### src/fchd_pkg.sv
// Constants shared by the flash card host bus decoder.
// Assumes the decoder runs on one clock with host pins sampled asynchronously.
package fchd_pkg;

  ////////////////////////////////////////////////////////////////////////////
  // Bit positions inside the sampled pin vector
  localparam int unsigned PIN_W      = 35;
  localparam int unsigned P_CE1      = 0;
  localparam int unsigned P_CE2      = 1;
  localparam int unsigned P_REG      = 2;
  localparam int unsigned P_OE       = 3;
  localparam int unsigned P_WE       = 4;
  localparam int unsigned P_IORD     = 5;
  localparam int unsigned P_IOWR     = 6;
  localparam int unsigned P_DMACK    = 7;
  localparam int unsigned P_ADDR     = 8;
  localparam int unsigned P_DAT      = 19;

  ////////////////////////////////////////////////////////////////////////////
  // Mapping configuration index values
  localparam logic [1:0] CFG_MEM     = 2'h0;
  localparam logic [1:0] CFG_IO_ANY  = 2'h1;
  localparam logic [1:0] CFG_IO_PRI  = 2'h2;
  localparam logic [1:0] CFG_IO_SEC  = 2'h3;

  // Address bits 9..3 of a task block and 9..1 of a control pair
  localparam logic [6:0] PRI_TASK_BLK = 7'h3e;
  localparam logic [6:0] SEC_TASK_BLK = 7'h2e;
  localparam logic [8:0] PRI_CTL_PAIR = 9'h1fb;
  localparam logic [8:0] SEC_CTL_PAIR = 9'h1bb;

  ////////////////////////////////////////////////////////////////////////////
  // Register offsets presented to the task file
  localparam logic [3:0] OFF_DATA    = 4'h0;
  localparam logic [3:0] OFF_ALT_CTL = 4'he;
  localparam logic [3:0] OFF_DRV_ADR = 4'hf;
  localparam logic [2:0] IDE_CTL_A   = 3'h6;
  localparam logic [2:0] IDE_DRV_A   = 3'h7;
  localparam logic [2:0] IDE_DATA_A  = 3'h0;
  localparam logic [2:0] WIN_PREFIX  = 3'h4;
  localparam logic [2:0] CTL_PREFIX  = 3'h7;

  ////////////////////////////////////////////////////////////////////////////
  // Reset values and counts
  localparam logic [PIN_W-1:0] PIN_IDLE = 35'h0_0007_ffff;
  localparam logic [15:0] RST_DATA   = 16'h0000;
  localparam logic [3:0]  RST_OFF    = 4'h0;
  localparam logic [2:0]  STRAP_WAIT = 3'h5;

  typedef enum {
    CYC_IDLE,
    CYC_READ,
    CYC_WRITE,
    CYC_REFUSE
  } fchd_cyc_e;

endpackage : fchd_pkg

### src/fchd_decode.sv
// Host bus decoder of a removable flash card: lane steering, mode strap and
// register select for the task file behind it.
// Assumes the task file answers reads on rd_data within one clock and that
// the set-features logic drives byte_mode.
//
// What this block does
// - Card modes, low chip enable only: one byte on low lane, A0 picks even/odd.
// - Card modes, both chip enables: A0 ignored, word moves, odd high, even low.
// - Card modes, high chip enable only: odd byte on upper lane; lower lane unused.
// - Disk-interface mode only if output enable held low across power-up.
// - Disk-interface mode disables card socket protocol and configuration.
// - Disk-interface mode ignores memory and attribute space strobes.
// - Disk-interface mode accepts only task registers 1-7, data register and the second-select control block.
// - Set-features byte option narrows disk data transfers to eight bits.
// - Hot reinsertion with power on comes up in card ATA mode.
// - Data register PIO: select one, address 0, no DMA ack, full word.
// - DMA: ack with strobe, selects negated, address ignored; select+ack bad.
// - Second select: 6 is control/alt status, 7 drive address read.
// - Four mappings by index: memory, any I/O block, primary, secondary.
`timescale 1ns/10ps

module fchd_decode
(
  input  wire logic                 ref_clk,
  input  wire logic                 rst,
  input  wire logic                 ce1_n,
  input  wire logic                 ce2_n,
  input  wire logic                 reg_n,
  input  wire logic                 oe_n,
  input  wire logic                 we_n,
  input  wire logic                 iord_n,
  input  wire logic                 iowr_n,
  input  wire logic                 dmack_n,
  input  wire logic [10:0]          addr,
  input  wire logic [15:0]          dat_in,
  output logic      [15:0]          dat_out,
  output logic                      dat_hi_oe,
  output logic                      dat_lo_oe,
  input  wire logic [1:0]           cfg_index,
  input  wire logic                 hot_insert,
  input  wire logic                 byte_mode,
  output logic                      ide_mode,
  output logic                      acc_rd,
  output logic                      acc_wr,
  output logic                      acc_bad,
  output logic      [3:0]           acc_off,
  output logic                      acc_hi,
  output logic                      acc_lo,
  output logic                      acc_dma,
  output logic      [15:0]          acc_wdata,
  input  wire logic [15:0]          rd_data
);
  import fchd_pkg::*;

  ////////////////////////////////////////////////////////////////////////////
  // Pin sampling: three stages, a bit moves once stages two and three agree
  logic [PIN_W-1:0] pin_vec;
  logic [PIN_W-1:0] s1_reg;
  logic [PIN_W-1:0] s2_reg;
  logic [PIN_W-1:0] s3_reg;
  logic [PIN_W-1:0] filt_reg;

  assign pin_vec = {dat_in, addr, dmack_n, iowr_n, iord_n, we_n, oe_n,
                    reg_n, ce2_n, ce1_n};

  always_ff @(posedge ref_clk)
  begin
    if (rst)
    begin
      s1_reg   <= PIN_IDLE;
      s2_reg   <= PIN_IDLE;
      s3_reg   <= PIN_IDLE;
      filt_reg <= PIN_IDLE;
    end
    else
    begin
      s1_reg   <= pin_vec;
      s2_reg   <= s1_reg;
      s3_reg   <= s2_reg;
      filt_reg <= (s2_reg & s3_reg) | (filt_reg & (s2_reg ^ s3_reg));
    end
  end

  logic        f_ce1;
  logic        f_ce2;
  logic        f_reg;
  logic        f_oe;
  logic        f_we;
  logic        f_iord;
  logic        f_iowr;
  logic        f_dmack;
  logic [10:0] f_addr;
  logic [15:0] f_dat;

  assign f_ce1   = filt_reg[P_CE1];
  assign f_ce2   = filt_reg[P_CE2];
  assign f_reg   = filt_reg[P_REG];
  assign f_oe    = filt_reg[P_OE];
  assign f_we    = filt_reg[P_WE];
  assign f_iord  = filt_reg[P_IORD];
  assign f_iowr  = filt_reg[P_IOWR];
  assign f_dmack = filt_reg[P_DMACK];
  assign f_addr  = filt_reg[P_ADDR +: 11];
  assign f_dat   = filt_reg[P_DAT +: 16];

  ////////////////////////////////////////////////////////////////////////////
  // Mode strap, caught after reset release once the sampler has settled
  logic [2:0] strap_cnt_reg;
  logic       strap_done_reg;
  logic       ide_reg;

  always_ff @(posedge ref_clk)
  begin
    if (rst)
    begin
      strap_cnt_reg  <= 3'h0;
      strap_done_reg <= 1'b0;
      ide_reg        <= 1'b0;
    end
    else if (hot_insert)
    begin
      strap_done_reg <= 1'b1;
      ide_reg        <= 1'b0;
    end
    else if (!strap_done_reg)
    begin
      strap_cnt_reg <= strap_cnt_reg + 3'h1;
      if (strap_cnt_reg == STRAP_WAIT)
      begin
        strap_done_reg <= 1'b1;
        ide_reg        <= !f_oe;
      end
    end
  end

  assign ide_mode = ide_reg;

  ////////////////////////////////////////////////////////////////////////////
  // Card-mode register select for each mapping; bit 4 marks a hit
  function automatic logic [4:0] card_map
  (
    input logic [1:0]  cfg,
    input logic [10:0] a,
    input logic        a0
  );
    logic [4:0] res;
    res = 5'h00;
    case (cfg)
      CFG_MEM:
      begin
        if (a[10])
          res = {1'b1, WIN_PREFIX, a0};
        else
          res = {1'b1, a[3:1], a0};
      end
      CFG_IO_ANY:
        res = {1'b1, a[3:1], a0};
      CFG_IO_PRI, CFG_IO_SEC:
      begin
        if (a[9:3] == ((cfg == CFG_IO_PRI) ? PRI_TASK_BLK : SEC_TASK_BLK))
          res = {2'b10, a[2:1], a0};
        else if (a[9:1] == ((cfg == CFG_IO_PRI) ? PRI_CTL_PAIR
                                                : SEC_CTL_PAIR))
          res = {1'b1, CTL_PREFIX, a0};
      end
      default:
        res = 5'h00;
    endcase
    return res;
  endfunction : card_map

  ////////////////////////////////////////////////////////////////////////////
  // Cycle decode from the filtered pins
  logic       hit;
  logic       cyc_rd;
  logic       cyc_wr;
  logic       lane_hi;
  logic       lane_lo;
  logic       is_dma;
  logic [3:0] off;
  logic       eff_a0;
  logic [4:0] cmap;

  always_comb
  begin
    hit     = 1'b0;
    cyc_rd  = 1'b0;
    cyc_wr  = 1'b0;
    lane_hi = 1'b0;
    lane_lo = 1'b0;
    is_dma  = 1'b0;
    off     = RST_OFF;
    // Word ignores A0; high-only forces odd byte
    eff_a0  = f_ce1 ? 1'b1 : (f_ce2 ? f_addr[0] : 1'b0);
    cmap    = card_map(cfg_index, f_addr, eff_a0);
    if (ide_reg)
    begin
      // Socket protocol off: only I/O strobes count
      cyc_rd = !f_iord;
      cyc_wr = !f_iowr;
      if (!f_dmack)
      begin
        if (f_ce1 && f_ce2)
        begin
          hit     = 1'b1;
          is_dma  = 1'b1;
          off     = OFF_DATA;
          lane_lo = 1'b1;
          lane_hi = !byte_mode;
        end
      end
      else if (!f_ce1 && f_ce2)
      begin
        hit     = 1'b1;
        off     = {1'b0, f_addr[2:0]};
        lane_lo = 1'b1;
        // Address 0 is the word-wide data register
        lane_hi = (f_addr[2:0] == IDE_DATA_A) && !byte_mode;
      end
      // Control block on the second select
      else if (f_ce1 && !f_ce2)
      begin
        lane_lo = 1'b1;
        if (f_addr[2:0] == IDE_CTL_A)
        begin
          hit = 1'b1;
          off = OFF_ALT_CTL;
        end
        else if (f_addr[2:0] == IDE_DRV_A && !cyc_wr)
        begin
          hit = 1'b1;
          off = OFF_DRV_ADR;
        end
      end
    end
    else if (!(f_ce1 && f_ce2))
    begin
      lane_lo = !f_ce1;
      lane_hi = !f_ce2;
      off     = cmap[3:0];
      // Mapping index picks memory or I/O strobes
      if (cfg_index == CFG_MEM)
      begin
        cyc_rd = !f_oe;
        cyc_wr = !f_we;
        hit    = f_reg && cmap[4];
      end
      else
      begin
        cyc_rd = !f_iord;
        cyc_wr = !f_iowr;
        hit    = !f_reg && cmap[4];
      end
    end
  end

  // Memory strobes in disk mode never reach the decode above
  logic cyc_any;
  assign cyc_any = cyc_rd || cyc_wr;

  ////////////////////////////////////////////////////////////////////////////
  // Cycle sequencer: read opens at strobe start, write commits at its end
  fchd_cyc_e cyc_reg;

  always_ff @(posedge ref_clk)
  begin
    if (rst)
      cyc_reg <= CYC_IDLE;
    else
    begin
      case (cyc_reg)
        CYC_IDLE:
        begin
          // Strobes during the strap window are dropped, mode is unknown
          if (strap_done_reg && cyc_any)
          begin
            // Both strobes or a refused select is invalid
            if (!hit || (cyc_rd && cyc_wr))
              cyc_reg <= CYC_REFUSE;
            else if (cyc_rd)
              cyc_reg <= CYC_READ;
            else
              cyc_reg <= CYC_WRITE;
          end
        end
        CYC_READ:
        begin
          if (!cyc_rd)
            cyc_reg <= CYC_IDLE;
        end
        CYC_WRITE:
        begin
          if (!cyc_wr)
            cyc_reg <= CYC_IDLE;
        end
        CYC_REFUSE:
        begin
          if (!cyc_any)
            cyc_reg <= CYC_IDLE;
        end
        default:
          cyc_reg <= CYC_IDLE;
      endcase
    end
  end

  logic start;
  assign start = (cyc_reg == CYC_IDLE) && strap_done_reg && cyc_any;

  ////////////////////////////////////////////////////////////////////////////
  // Access attributes latched at cycle start
  always_ff @(posedge ref_clk)
  begin
    if (rst)
    begin
      acc_off <= RST_OFF;
      acc_hi  <= 1'b0;
      acc_lo  <= 1'b0;
      acc_dma <= 1'b0;
    end
    else if (start)
    begin
      acc_off <= off;
      acc_hi  <= lane_hi;
      acc_lo  <= lane_lo;
      acc_dma <= is_dma;
    end
  end

  always_ff @(posedge ref_clk)
  begin
    if (rst)
    begin
      acc_rd  <= 1'b0;
      acc_bad <= 1'b0;
    end
    else
    begin
      acc_rd  <= start && hit && cyc_rd && !cyc_wr;
      acc_bad <= start && (!hit || (cyc_rd && cyc_wr));
    end
  end

  // Write data taken as the strobe releases, so the bus has settled
  always_ff @(posedge ref_clk)
  begin
    if (rst)
    begin
      acc_wr    <= 1'b0;
      acc_wdata <= RST_DATA;
    end
    else
    begin
      acc_wr <= (cyc_reg == CYC_WRITE) && !cyc_wr;
      if ((cyc_reg == CYC_WRITE) && !cyc_wr)
        // Unused lower lane ignored on odd-only writes
        acc_wdata <= {acc_hi ? f_dat[15:8] : 8'h00,
                      acc_lo ? f_dat[7:0]  : 8'h00};
    end
  end

  ////////////////////////////////////////////////////////////////////////////
  // Read drive: lanes enabled only while the read strobe stands
  logic rd_live;
  assign rd_live = (cyc_reg == CYC_READ) && cyc_rd;

  always_ff @(posedge ref_clk)
  begin
    if (rst)
    begin
      dat_out   <= RST_DATA;
      dat_hi_oe <= 1'b0;
      dat_lo_oe <= 1'b0;
    end
    else
    begin
      dat_hi_oe <= rd_live && acc_hi;
      dat_lo_oe <= rd_live && acc_lo;
      if (rd_live)
        dat_out <= rd_data;
    end
  end

endmodule : fchd_decode

### config.mk
export PLATFORM = sky130hd
export DESIGN_NAME = fchd_decode
export DESIGN_NICKNAME = d
export VERILOG_FILES = /design/src/fchd_pkg.sv /design/src/fchd_decode.sv
export SDC_FILE = /design/constraint.sdc
export NUM_CORES = 1
export LEC_CHECK = 0
export BUFFER_PORTS_ARGS = -buffer_cell sky130_fd_sc_hd__buf_2
export CAP_MARGIN = 15
export CORE_UTILIZATION = 40
export CTS_BUF_LIST = sky130_fd_sc_hd__clkbuf_2 sky130_fd_sc_hd__clkbuf_4 sky130_fd_sc_hd__clkbuf_8
export DETAILED_ROUTE_END_ITERATION = 10
export GPL_TIMING_DRIVEN = 0
export SETUP_SLACK_MARGIN = 0.5
export SKIP_LAST_GASP = 1
export SLEW_MARGIN = 20
export SYNTH_ARGS = -nofsm -noshare
export SYNTH_HDL_FRONTEND = slang
export SYNTH_SLANG_ARGS = --single-unit
### constraint.sdc
create_clock -name ref_clk -period 2.1 [get_ports ref_clk]
set_clock_uncertainty 0.2 [all_clocks]
set_input_delay 0.21 -clock ref_clk [delete_from_list [all_inputs] [get_ports ref_clk]]
set_output_delay 0.21 -clock ref_clk [all_outputs]
set_load 0.005 [all_outputs]
==> results by group <==
Outcome
  – Failing checks: negative setup slack
  – Outcome: finished, violations left

Place
  – Dpl hpwl: 9200 um
  – Post-DP Area: between 7000 and 8000 um2
  – Placed insts: 919
  – GPL Wtd Cong: between 0.9 and 1
  – Number of port buffers: 99
  – Worst slack at placement: -0.142 ns

Clocking
  – Total CTS buffers: 17
  – Clock tree buffer depth: 2
  – CTS sink cnt: between 150 and 200
  – Clk slew on worst S/H paths: around 0.090 ns
  – Clock latency at the later pin of the worst-skew pair: roughly 0.46 ns
  – Root buffer selected by CTS: clkbuf_8
  – CTS tree: yes
  – H-Tree Depth: 4

Worst setup path
  – Largest fanout on the critical path: 5
  – Critical Path AT: 2.33 ns
  – Slowest library cell on the worst path: dfxtp_2
  – Crit path required time: around 2.3 ns
  – Top delay family on crit path: compound AO/OA/AOI/OAI gates
  – Critical path class: flop to flop
  – Critical Path, Cell by Cell: buf_6, or3_4, o22a_1, o22ai_4, o211ai_1, buf_4, a211oi_2
  – Bufs and invs on worst path: 2
  – Crit. End Element: flop
  – CP max stage delay: 0.33 ns
  – CP startpoint kind: flop

Logic synthesis
  – Post-synth EDFFs: 0
  – Main combinational cell family by area after synthesis: simple AND/OR/NAND/NOR gates
  – Synth Area in Adders: 0.0760
  – Synth area leaders: dfxtp_1, ha_1, or2_2, nor2b_1, a21oi_1
  – Synth warnings: 0
  – Mapped Avg Cell Area: between 10 and 15 um2
  – Synth top area share: 0.581
  – Syn_nets: between 700 and 800
  – Share of synthesized area spent on multiplexers: 0.0243
  – Post-Syn Instances: 604
  – Synth Register Bits: ~190
  – Ys async rst share: 0
  – Netlist cell types: 46
  – Post-Synthesis Cell Area: 6590 um2
  – Synth Area in Compound Gates: 0.0971
  – Sequential fraction of the synthesis area: 0.581
  – Post-synthesis xor/xnor area fraction: 0.00532
  – Main synth FF type: dfxtp_1
  – Post-Synth Simple-Gate Area: 0.187
  – Area leader, netlist: dfxtp_1

Floorplan
  – Row Count: 46
  – Die height: roughly 130 um
  – I/O Pins: 102
  – Core region area: 16000 um2
  – Initial Utilization: 0.412
  – Die X: 130 um
  – Die area: roughly 17000 um2

Routing
  – Drt pass-1 iters: 5
  – Routed Wire Length: 13700 um
  – WL/cell: between 10 and 15 um
  – Post-route ant nets: 0
  – Initial DRC Count: between 100 and 150
  – Via density: 4.63
  – # DRC: 0
  – Vias: between 4000 and 5000

Layout
  – Area occupied by multi-input gates: between 2000 and 3000 um2
  – Register area: 3830 um2
  – Fin area: approximately 9000 um2
  – Filler cells: approximately 1400
  – Post-layout util: 0.552
  – Share of layout cells above drive strength 1: 0.347
  – Ant. Diodes: 0
  – Fin nets: between 800 and 900
  – Area grow syn2layout: 34.1%
  – Non-Filler Instances: between 1000 and 1500

STA
  – Slew Limit Fails: 0
  – Slew @ Worst Pin: about 0.66 ns
  – Fmax: roughly 460 MHz
  – Tmin final: about 2.2 ns
  – Fin crit share: 1.03
  – RSZ-0062 raised after global routing: true
  – Post-route setup TNS: -0.416 ns
  – Final hold violation count: 0
  – Final Setup Violations: 20
  – Hold WS: around 0.19 ns
  – Worst Setup Slack, final: -0.0672 ns
  – Slew HR: 0.562

Power and ir drop
  – Clock Power Share: 0.361
  – Comb pwr share: 0.063
  – LEAKAGE: between 3 and 4 nW
  – Total power: about 6.5 mW
  – Reg power frac: 0.577
  – Sw frac: 0.224
  – Internal Power: approximately 5.1 mW
  – Power per cell area: between 700 and 800 nW/um2
  – Psw: 1.47 mW
  – Peak supply drop: ~360 uV

GRT
  – Busiest grt layer: met2
  – First-pass GRT wire length: about 21000 um
  – GRT Total Usage: 0.164
  – Vias in the first global route: approximately 4500
  – Largest net degree at the start of global routing: 17
  – Met3 Resource Use GR: 0.0398
  – Initial antenna violation count: 0
  – Met1 Usage GRT: 0.202
  – Overflow after GRT: 0
  – M2 GR Usage: 0.270

Run
  – Max Cap Viol: 0

Min path
  – HP Class: primary input to flop
==> kinds of logic after synthesis <==
logic type | count (synthesis)
flops | 191
buf+inv | 39
compound gates | 89
fa+ha+maj | 40
xor+xnor | 4
mux | 16
simple gates | 225
==> power groups by stage <==
stage / Sequential (mW) / Clock, mW / Combinational (mW)
after floorplan: 3.84 / 0 / 0.204
after global placement: 3.85 / 0 / 0.301
after detailed placement: 3.86 / 0 / 0.314
after CTS: 3.77 / 2.43 / 0.403
after global routing: 3.78 / 2.58 / 0.461
final: 3.77 / 2.36 / 0.410
==> cell usage after synthesis (4+ instances only) <==
library cell and number:
clkbuf_1 26, buf_6 4, a211o_1 19, or2_2 58, a211oi_1 7, nor2b_1 51, ha_1 40, a21oi_1 39
nor3_1 6, mux2i_1 16, nand3_1 18, nand2_1 25, dfxtp_1 191, inv_1 5, nor2_1 51
==> layout by cell type, fill, tap and decap left out, types with 5 or more instances in the layout <==
| cell | Yosys | routed |
|---|---|---|
| a211o_1 | 19 | 19 |
| a21oi_1 | 39 | 25 |
| a21oi_2 | 0 | 14 |
| buf_2 | 2 | 100 |
| buf_4 | 1 | 11 |
| buf_6 | 4 | 10 |
| buf_8 | 0 | 5 |
| clkbuf_1 | 26 | 20 |
| clkbuf_2 | 0 | 5 |
| clkbuf_8 | 0 | 18 |
| dfxtp_1 | 191 | 188 |
| dlygate4sd3_1 | 0 | 54 |
| ha_1 | 40 | 39 |
| mux2i_1 | 16 | 16 |
| nand2_1 | 25 | 14 |
| nand2_2 | 0 | 6 |
| nand2_4 | 0 | 5 |
| nand3_1 | 18 | 10 |
| nand3_2 | 0 | 8 |
| nor2_1 | 51 | 49 |
| nor2b_1 | 51 | 51 |
| or2_2 | 58 | 58 |
==> layer usage <==
metal / vias to the layer above / share of wire
met5: - / 0
met4: 0 / 0.019
met3: 21 / 0.052
met2: 128 / 0.47
met1: 2177 / 0.46
li1: 2435 / -
==> final cells by class <==
class	instances	area share
Multi-Input combinational cell	374	0.315
Timing Repair Buffer	177	0.149
Tap cell	216	0.0306
Clock buffer	20	0.0297
Clock inverter	12	0.0153
Inverter	5	0.00255
Sequential cell	191	0.433
Buffer	34	0.0245
==> worst register-to-register path: cells and delay by family, from the launching register on <==
family | cells | cell delay (ns)
AO/OA/AOI/OAI | 4 | 0.89
AND/OR/NAND/NOR | 1 | 0.32
flip-flops | 1 | 0.33
buffers and inverters | 2 | 0.34
==> final timing paths <==
kind,end,start,slack (ns),depth (start not counted)
worst max-delay path,acc_bad,ide_mode,-0.07,7
worst min-delay path,acc_off[3],cfg_index[1],0.19,4
worst max register to register,acc_bad,ide_mode,-0.07,7
worst min register to register,s2_reg[1],s1_reg[1],0.20,1
==> timing repair <==
action,in CTS,in global routing
endpoints found under the setup margin,46,66
gates resized for setup,22,61
hold endpoints to repair,67,0
gates cloned,3,1
pin swaps,16,25
setup buffers,15,5
hold buffers,54,0
No activity file was read; power rests on OpenSTA's default activity.
